`src/irq_ctrl_consts.svh`:
```
// Constants of the interrupt flag group controller
// Assumes inclusion by bare name from the package and the design files
`ifndef IRQ_CTRL_CONSTS_SVH
`define IRQ_CTRL_CONSTS_SVH

// Vector number width and numbering
`define IRQ_VEC_W        8
`define SWSEL_VEC_BASE   8'h80
`define SWSEL_VEC_LAST   8'hff

// Group slots inside the ordinary source vector
`define GRP_NUM          7
`define GRP_SYS_EDGE     0
`define GRP_PER_EDGE     1
`define GRP_LVL_FIRST    2
`define GRP_LVL_NUM      5

// Filter: matching samples needed and prescaler width
`define FILT_MATCH       3
`define FILT_PRE_W       6
`define FILT_DIV_8       6'h07
`define FILT_DIV_32      6'h1f
`define FILT_DIV_64      6'h3f

// Reset values
`define CPU_IE_RST       1'b0

`endif

```
`src/irq_ctrl_pkg.sv`:
```
// Types shared by the interrupt flag group controller
// Assumes irq_ctrl_consts.svh is on the include path
`include "irq_ctrl_consts.svh"

package irq_ctrl_pkg;

  // Request towards the processor core
  typedef struct packed {
    logic                  req;
    logic                  fast;
    logic [`IRQ_VEC_W-1:0] vec;
  } irq_out_t;

  // Request towards the transfer controllers
  typedef struct packed {
    logic                  req;
    logic [`IRQ_VEC_W-1:0] vec;
  } xfer_out_t;

  typedef enum logic [1:0] {
    DIV_1,
    DIV_8,
    DIV_32,
    DIV_64
  } filt_div_t;

endpackage

```
`src/pin_noise_filter.sv`:
```
// Digital noise filter for one synchronised pin level
// Assumes the input already passed a two-stage synchroniser
`timescale 1ns/1ps
`default_nettype none
`include "irq_ctrl_consts.svh"

module pin_noise_filter (
  // Clock and reset
  input  wire logic CLK,
  input  wire logic RST,
  // Sample strobe and pin
  input  wire logic sample_tick,
  input  wire logic pin_sync,
  // Filtered level
  output logic      level_q
);

  logic [`FILT_MATCH-2:0] hist_q;
  wire                    all_high = pin_sync & (&hist_q);
  wire                    all_low  = ~pin_sync & ~(|hist_q);

  always_ff @(posedge CLK or posedge RST) begin
    if (RST) begin
      hist_q  <= '0;
      level_q <= 1'b0;
    end else if (sample_tick) begin
      hist_q <= {hist_q[`FILT_MATCH-3:0], pin_sync};
      if (all_high) begin
        level_q <= 1'b1;
      end else if (all_low) begin
        level_q <= 1'b0;
      end
    end
  end

endmodule
`default_nettype wire

```
`src/irq_flag_ctrl.sv`:
```
// Interrupt flag group controller: flags, routing, groups, selectable interrupts
// Assumes sources and acks come from logic on CLK; pins are asynchronous
//
// Function
// - Edge source flag clears itself when its acceptance is acknowledged.
// - Level source acceptance clears own flag; for peripheral sources it also pulses the peripheral flag clear.
// - Flags held here; pending source goes to core or transfer controllers.
// - Fast source wins priority; acceptance copies control register into backup.
// - Pin and non-maskable inputs filtered; pulses under three samples rejected.
// - Accepting an interrupt clears the core interrupt-enable bit.
// - Setting the enable bit again lets a higher request preempt.
// - Group request is the OR of its member requests.
// - Groups: system edge, peripheral B edge, three level, two fast-clock level.
// - Edge group status bit clears on a written one to its clear bit.
// - Level group status bit follows the peripheral flag.
// - Level group status bit clears when its enable is zero.
// - Each selectable interrupt routes one chosen source to its own SEL_FLAG and SEL_PULSE bits.
// - Two selectable classes, for peripheral clock A and B sources.
// - Selectable flags never self-clear and never block later requests.
// - Per-source selection decides transfer controller activation.
`timescale 1ns/1ps
`default_nettype none
`include "irq_ctrl_consts.svh"

module irq_flag_ctrl #(
  parameter  int N_SRC = 16,
  parameter  int N_EXT = 8,
  parameter  int GW    = 8,
  parameter  int SEL_N = 4,
  parameter  int SEL_M = 16,
  parameter  int DW    = 32,
  localparam int NT    = N_SRC + N_EXT + `GRP_NUM,
  localparam int IW    = $clog2(NT),
  localparam int SW    = $clog2(SEL_M)
) (
  // Clock and reset
  input  wire logic                          CLK,
  input  wire logic                          RST,
  // Peripheral sources
  input  wire logic [N_SRC-1:0]              SRC_REQ,
  input  wire logic [N_SRC-1:0]              SRC_LEVEL,
  input  wire logic [NT-1:0]                 SRC_ENABLE,
  input  wire logic [NT-1:0]                 SRC_TO_XFER,
  output logic      [N_SRC-1:0]              PERIPH_CLR,
  // Fast interrupt selection
  input  wire logic                          FAST_EN,
  input  wire logic [IW-1:0]                 FAST_IDX,
  // Pins and filter
  input  wire logic [N_EXT-1:0]              EXT_PIN,
  input  wire logic                          NMI_PIN,
  input  wire irq_ctrl_pkg::filt_div_t       FILT_DIV,
  input  wire logic                          NMI_ACK,
  output logic                               NMI_REQ,
  // Group interrupts
  input  wire logic [GW-1:0]                 SYS_EDGE_IN,
  input  wire logic [GW-1:0]                 SYS_EDGE_CLR,
  input  wire logic [GW-1:0]                 PER_EDGE_IN,
  input  wire logic [GW-1:0]                 PER_EDGE_CLR,
  input  wire logic [`GRP_LVL_NUM-1:0][GW-1:0] LVL_IN,
  input  wire logic [`GRP_LVL_NUM-1:0][GW-1:0] LVL_EN,
  output logic      [`GRP_NUM-1:0][GW-1:0]   GRP_STATUS,
  // Selectable interrupts, class 0 on clock A, class 1 on clock B
  input  wire logic [1:0][SEL_M-1:0]         SEL_SRC,
  input  wire logic [1:0][SEL_N-1:0][SW-1:0] SEL_IDX,
  input  wire logic [1:0][SEL_N-1:0]         SEL_CLR,
  output logic      [1:0][SEL_N-1:0]         SEL_FLAG,
  output logic      [1:0][SEL_N-1:0]         SEL_PULSE,
  // Processor core
  input  wire logic                          CPU_ACK,
  input  wire logic                          CPU_IE_SET,
  input  wire logic [DW-1:0]                 CPU_CTRL,
  output irq_ctrl_pkg::irq_out_t             IRQ,
  output logic                               CPU_IE,
  output logic      [DW-1:0]                 FAST_BACKUP,
  // Transfer controllers
  input  wire logic                          XFER_ACK,
  output irq_ctrl_pkg::xfer_out_t            XFER
);

  ////////////////////////////////////////////////////////////////////////////
  // Pin synchronisers and filters

  logic [N_EXT:0]          meta_q;
  logic [N_EXT:0]          sync_q;
  logic [N_EXT:0]          filt_lvl;
  logic [N_EXT:0]          filt_prev_q;
  logic [`FILT_PRE_W-1:0]  pre_q;
  logic                    tick;

  always_ff @(posedge CLK or posedge RST) begin
    if (RST) begin
      meta_q <= '0;
      sync_q <= '0;
      pre_q  <= '0;
    end else begin
      meta_q <= {NMI_PIN, EXT_PIN};
      sync_q <= meta_q;
      pre_q  <= pre_q + `FILT_PRE_W'(1);
    end
  end

  assign tick = (FILT_DIV == irq_ctrl_pkg::DIV_1)  ? 1'b1 :
                (FILT_DIV == irq_ctrl_pkg::DIV_8)  ? ((pre_q & `FILT_DIV_8) == '0) :
                (FILT_DIV == irq_ctrl_pkg::DIV_32) ? ((pre_q & `FILT_DIV_32) == '0) :
                                                     ((pre_q & `FILT_DIV_64) == '0);

  for (genvar p = 0; p <= N_EXT; p++) begin : g_filt
    pin_noise_filter u_filt (
      .CLK         (CLK),
      .RST         (RST),
      .sample_tick (tick),
      .pin_sync    (sync_q[p]),
      .level_q     (filt_lvl[p])
    );
  end

  wire [N_EXT:0] filt_rise = filt_lvl & ~filt_prev_q;

  ////////////////////////////////////////////////////////////////////////////
  // Group interrupts

  logic [GW-1:0] sys_prev_q;
  logic [GW-1:0] per_prev_q;
  logic [GW-1:0] sys_st_q;
  logic [GW-1:0] per_st_q;
  logic [`GRP_NUM-1:0] grp_req;

  wire [GW-1:0] sys_st_d = (SYS_EDGE_IN & ~sys_prev_q) | (sys_st_q & ~SYS_EDGE_CLR);
  wire [GW-1:0] per_st_d = (PER_EDGE_IN & ~per_prev_q) | (per_st_q & ~PER_EDGE_CLR);

  assign grp_req[`GRP_SYS_EDGE] = |sys_st_q;
  assign grp_req[`GRP_PER_EDGE] = |per_st_q;
  for (genvar g = 0; g < `GRP_LVL_NUM; g++) begin : g_lvl
    assign grp_req[`GRP_LVL_FIRST+g] = |(LVL_IN[g] & LVL_EN[g]);
  end

  ////////////////////////////////////////////////////////////////////////////
  // Source flags

  wire [NT-1:0] req_all   = {grp_req, filt_rise[N_EXT-1:0], SRC_REQ};
  wire [NT-1:0] level_all = {{`GRP_NUM{1'b1}}, {N_EXT{1'b0}}, SRC_LEVEL};
  logic [NT-1:0] prev_q;
  logic [NT-1:0] hold_q;
  logic [NT-1:0] flag_q;
  logic [NT-1:0] ack_mask;

  wire cpu_take  = CPU_ACK & IRQ.req;
  wire xfer_take = XFER_ACK & XFER.req;

  always_comb begin
    ack_mask = '0;
    if (cpu_take) begin
      ack_mask[IRQ.vec[IW-1:0]] = 1'b1;
    end
    if (xfer_take) begin
      ack_mask[XFER.vec[IW-1:0]] = 1'b1;
    end
  end

  // Level sources stay blocked until the peripheral drops its request
  wire [NT-1:0] hold_d = level_all & (ack_mask | (hold_q & req_all));
  // edge flag cleared by acceptance, new edge wins
  wire [NT-1:0] flag_d = (level_all & req_all & ~hold_d) |
                         (~level_all & ((req_all & ~prev_q) | (flag_q & ~ack_mask)));

  wire [NT-1:0] pend = flag_q & SRC_ENABLE & ~ack_mask;

  ////////////////////////////////////////////////////////////////////////////
  // Priority selection

  logic [IW-1:0] cpu_sel;
  logic          cpu_any;
  logic [IW-1:0] xfer_sel;
  logic          xfer_any;

  // lowest index wins within each destination
  always_comb begin
    cpu_sel  = '0;
    cpu_any  = 1'b0;
    xfer_sel = '0;
    xfer_any = 1'b0;
    for (int i = NT - 1; i >= 0; i--) begin
      if (pend[i] && !SRC_TO_XFER[i]) begin
        cpu_sel = IW'(i);
        cpu_any = 1'b1;
      end
      if (pend[i] && SRC_TO_XFER[i]) begin
        xfer_sel = IW'(i);
        xfer_any = 1'b1;
      end
    end
  end

  wire           fast_hit = FAST_EN && pend[FAST_IDX] && !SRC_TO_XFER[FAST_IDX];
  wire [IW-1:0]  cpu_pick = fast_hit ? FAST_IDX : cpu_sel;
  wire           ie_d     = CPU_IE_SET | (CPU_IE & ~cpu_take);
  wire           cpu_go   = (cpu_any | fast_hit) & ie_d;

  ////////////////////////////////////////////////////////////////////////////
  // Selectable interrupts

  logic [1:0][SEL_N-1:0] sel_lvl;
  logic [1:0][SEL_N-1:0] sel_prev_q;

  for (genvar c = 0; c < 2; c++) begin : g_cls
    for (genvar k = 0; k < SEL_N; k++) begin : g_slot
      assign sel_lvl[c][k] = SEL_SRC[c][SEL_IDX[c][k]];
    end
  end

  wire [1:0][SEL_N-1:0] sel_rise = sel_lvl & ~sel_prev_q;

  ////////////////////////////////////////////////////////////////////////////
  // Registers

  always_ff @(posedge CLK or posedge RST) begin
    if (RST) begin
      filt_prev_q <= '0;
      sys_prev_q  <= '0;
      per_prev_q  <= '0;
      sys_st_q    <= '0;
      per_st_q    <= '0;
      GRP_STATUS  <= '0;
      prev_q      <= '0;
      hold_q      <= '0;
      flag_q      <= '0;
      sel_prev_q  <= '0;
      SEL_FLAG    <= '0;
      SEL_PULSE   <= '0;
      NMI_REQ     <= 1'b0;
      CPU_IE      <= `CPU_IE_RST;
      IRQ         <= '0;
      XFER        <= '0;
      FAST_BACKUP <= '0;
      PERIPH_CLR  <= '0;
    end else begin
      filt_prev_q <= filt_lvl;
      sys_prev_q  <= SYS_EDGE_IN;
      per_prev_q  <= PER_EDGE_IN;
      sys_st_q    <= sys_st_d;
      per_st_q    <= per_st_d;
      GRP_STATUS  <= {LVL_IN & LVL_EN, per_st_d, sys_st_d};
      prev_q      <= req_all;
      hold_q      <= hold_d;
      flag_q      <= flag_d;
      sel_prev_q  <= sel_lvl;
      SEL_FLAG    <= sel_rise | (SEL_FLAG & ~SEL_CLR);
      SEL_PULSE   <= sel_rise;
      NMI_REQ     <= filt_rise[N_EXT] | (NMI_REQ & ~NMI_ACK);
      CPU_IE      <= ie_d;
      IRQ.req     <= cpu_go;
      IRQ.fast    <= cpu_go & fast_hit;
      IRQ.vec     <= `IRQ_VEC_W'(cpu_pick);
      XFER.req    <= xfer_any;
      XFER.vec    <= `IRQ_VEC_W'(xfer_sel);
      if (cpu_take && IRQ.fast) begin
        FAST_BACKUP <= CPU_CTRL;
      end
      PERIPH_CLR  <= ack_mask[N_SRC-1:0] & SRC_LEVEL;
    end
  end

endmodule
`default_nettype wire

```
`config.mk`:
```
export PLATFORM = sky130hd
export DESIGN_NAME = irq_flag_ctrl
export DESIGN_NICKNAME = d
export VERILOG_FILES = /design/src/irq_ctrl_pkg.sv /design/src/pin_noise_filter.sv /design/src/irq_flag_ctrl.sv
export VERILOG_INCLUDE_DIRS = /design/src
export SDC_FILE = /design/constraint.sdc
export NUM_CORES = 1
export LEC_CHECK = 0
export BUFFER_PORTS_ARGS = -buffer_cell sky130_fd_sc_hd__clkbuf_2
export CAP_MARGIN = 15
export CORE_ASPECT_RATIO = 0.7
export CORE_UTILIZATION = 42
export CTS_BUF_LIST = sky130_fd_sc_hd__clkbuf_4
export DETAILED_ROUTE_END_ITERATION = 16
export HOLD_SLACK_MARGIN = 0.05
export PLACE_DENSITY_LB_ADDON = 0.3
export SLEW_MARGIN = 30
export SYNTH_ARGS = -nofsm -noshare
export SYNTH_HDL_FRONTEND = slang
export SYNTH_SLANG_ARGS = --single-unit
```
`constraint.sdc`:
```
create_clock -name CLK -period 12.6 [get_ports CLK]
set_input_delay 1.26 -clock CLK [delete_from_list [all_inputs] [get_ports CLK]]
set_output_delay 1.26 -clock CLK [all_outputs]
set_load 0.01 [all_outputs]
```
==> impl_metrics.yaml <==
floorplanning:
  rows: 54
  coreArea_um2: 31600
  die_w_um: 218
  die_y_um: 153
  die_area_um2: 33300
  initial_core_util: 0.433
  ioPinCount: 474
timing:
  worst_pin_slew_ns: 0.880
  period_needed_ns: 3.69
  finalClockSkew_ns: 0.0258
  setup_viol: 0
  finalHoldViolCount: 0
  rsz0062_at_grt: "no"
  period_share: 0.293
  finalSetupTns_ns: 0
  fmax_mhz: 271
  relSlewSlack: 0.405
  finalMaxSlewViolations: 0
  fin_ws_ns: 8.91
worst_setup_path:
  cp_max_fo: 12
  r2r-start: "XFER[0]"
  slowest_delay_ns: 0.63
  crit_end: "IRQ[2]"
  crit_arrival_ns: 4.27
  r2r_end: "IRQ[2]"
  cp.depth: 9
  path_cells: "clkbuf_2, nand4b_1, o221ai_1, mux2_2, nor3_1, o311a_1, o22ai_1, and3_1, mux2_4"
  crit_start: "CPU_ACK"
  r2r_slack_ns: 9.01
  crit_required_ns: 13.18
  criticalPathCategory: "in -> reg"
  worst_setup_path_end_kind: "flip-flop"
  path_delay_family: "compound AO/OA/AOI/OAI gates"
  startpoint_type: "input pin"
  reg2reg_depth: 8
  crit_buf_inv: 1
  cpMaxStageDelayCell: "nand4b_1"
pwr:
  pwr-share-comb: 0.272
  p_per_area_nw_per_um2: 161
  intPower_mw: 1.86
  p_sw_mw: 0.929
  clkPwrFrac: 0.285
  p_leak_nw: 8.65
  switching_share: 0.333
  power_frac_seq: 0.443
  peakVddDrop_v: 0.000110
job:
  maxCapViolations: 0
route:
  routed_wirelength_um: 43100
  drtAntennaViolNets: 0
  drtIter0Drc: 983
  avgViaCountPerCell: 5.48
  drt-wirelength-per-cell_um: 19.8
  drt_first_pass_iters: 5
  drc: 0
  routed-via-count: 11900
synthesis:
  ys_types: 87
  synth_area_um2: 13700
  synth_edf_count: 0
  ys_async_sr_fraction: 1.00
  ys_seq_elements: 297
  synth_top_area_frac: 0.543
  yosysTopAreaCell: "dfrtp_1"
  syn_inst: 1198
  seq_area_frac_synth: 0.543
  synthFlopType: "dfrtp_1"
  yosys_warnings: 0
  avgSynthCellArea_um2: 11.4
  synth.area.top_cells: "dfrtp_1 (54%), mux4_2 (7.1%), nand2_1 (3.3%)"
cts:
  cts-root-buf: "clkbuf_4"
  insertion_delay_ns: 0.72
  clk_pin_slew_ns: 0.06
  hold_buffers: 0
  cts_made_buffers: 74
  ctsHtreeMaxLevel: 3
  clk_path_buf_depth: 3
  cts_sinks: 297
  cts_setup_buffers: 0
  cts_resized: 0
  cts_tree: "yes"
layout:
  synthToLayoutAreaGrowth_pct: 26.7
  drive_above_1_share: 0.394
  nNetsFinal: 2049
  fillers: 2851
global_routing:
  grt_first_pass_wirelength_um: 67500
  grt_start_max_net_pins: 175
  grt_pass1_vias: 12200
  grt_antenna_before_repair: 4
  gr-usage-all-layers: 0.264
  grt_overflow_total: 0
place:
  dp_slack_ns: 8.33
  hpwl_um: 33600
  place_congestion: 0.985
  port_buffers: 467
status:
  status: "completed"
worst_hold_path:
  hp-start: "meta_q[3]"
  hold_path.class: "reg -> reg"
-- synthesized netlist by cell type (all sizes together), types with 6 or more instances --
cell type,instances
o31ai,7
a221oi,7
nor2b,44
nand2b,13
mux2i,9
or4,8
or3,14
mux2,36
a31oi,17
nand3,22
nor4,16
nor3,14
nor3b,6
a21o,14
nand2,120
nand4,12
nand4b,11
o32ai,12
and3,12
or3b,6
mux4,43
o221ai,10
or2,8
buf,25
and2,61
clkbuf,10
a21boi,10
dfrtp,297
nor2,49
and3b,6
inv,78
o21ai,26
a21oi,53
nand3b,11
o22ai,37
-- through the flow --
step | power, mW | area, um2 | hold slack [ns] | utilization | instances
detailed placement | 2.00 | 16400 | 0.335 | 0.519 | 2057
finish | 2.79 | 17300 | 0.351 | 0.549 | 2179
global placement | 1.98 | 16400 | 0.333 | 0.519 | 2057
floorplan | 1.69 | 13700 | 0.331 | - | 1203
CTS | 2.81 | 17300 | 0.352 | 0.547 | 2174
global route | 2.95 | 17300 | 0.364 | 0.549 | 2179
-- worst reg2reg max path, stage by stage, from the launching register on --
cell,delay [ns]
dfrtp_1,0.71
nand4_1,0.65
o221ai_1,0.52
mux2_2,0.24
nor3_1,0.05
o311a_1,0.29
o22ai_1,0.27
and3_1,0.40
mux2_4,0.33
-- flip-flops by register name, summed over array words and instances, names as in the netlist, 9 cells and up --
name and flops:
sync_q 9, prev_q 24, g_filt.u_filt.level_q 9, filt_prev_q 9, FAST_BACKUP 32, meta_q 9, PERIPH_CLR 16, hold_q 23
g_filt.u_filt.hist_q 18, GRP_STATUS 40, flag_q 31
-- cell usage in the layout (no fill, tap or decap), types with 5 or more instances in the layout --
cell type  instances
clkbuf_2         467
dfrtp_1          297
nand2_1          120
clkbuf_4         104
inv_1             76
and2_1            59
a21oi_1           53
nor2_1            49
nor2b_1           44
mux4_2            43
o22ai_1           36
mux2_2            34
o21ai_0           24
nand3_1           22
a31oi_1           17
nor4_1            16
or3_1             14
nor3_1            14
a21o_1            14
nand2b_1          13
nand4_1           11
nand4b_1          11
and3_1            11
o32ai_1           11
nand3b_1          10
a21boi_0          10
o221ai_1          10
mux2i_1            9
or2_2              8
or4_1              8
o31ai_1            7
clkinv_1           7
a221oi_1           6
and3b_1            6
conb_1             6
and4b_1            5
nor3b_1            5
a211oi_1           5
a221o_1            5
inv_2              5
-- metal layers --
metal,vias to the layer above,GRT usage,routed length [um]
li1,5441,-,-
met1,5773,0.357,18100
met2,637,0.403,19800
met3,86,0.0810,4230
met4,0,0.0896,1070
met5,-,0,0
-- power groups by stage --
| stage | clock network (mW) | registers [mW] | logic [mW] |
|---|---|---|---|
| 6_report | 0.794 | 1.24 | 0.758 |
| 5_1_grt | 0.871 | 1.26 | 0.821 |
| 4_1_cts | 0.821 | 1.23 | 0.752 |
| 3_5_place_dp | 0 | 1.25 | 0.749 |
| 3_3_place_gp | 0 | 1.24 | 0.741 |
| 2_1_floorplan | 0 | 1.24 | 0.444 |
-- layout make-up --
type                            count  area [um2]  area share
Sequential cell                   297        7430       0.428
Clock buffer                      104         781      0.0450
Antenna cell                        4        10.0    0.000577
Inverter                           78         305      0.0176
Multi-Input combinational cell    793        5800       0.334
Timing Repair Buffer              470        2390       0.138
Clock inverter                     13         101     0.00584
Tap cell                          420         526      0.0303
-- worst min path at each step --
stage | cells past startpoint | to
floorplan | 0 | sync_q[0]
global placement | 0 | sync_q[8]
detailed placement | 0 | sync_q[5]
CTS | 0 | sync_q[2]
global route | 0 | sync_q[5]
finish | 0 | sync_q[3]
-- logic make-up (layout without fill, tap and decap cells) --
logic type / after synthesis / after routing / synth area share
AOI/OAI and AO/OA: 243 / 243 / 0.125
xor gates and xnor gates: 4 / 4 / 0.00256
adders and majority gates: 2 / 2 / 0.00183
buffers and inverters: 113 / 665 / 0.0354
DFF: 297 / 297 / 0.543
muxes: 88 / 88 / 0.107
other: 1 / 10 / 0.000274
and+or+nand+nor: 450 / 450 / 0.185
Power figures use the tool's default switching activity.
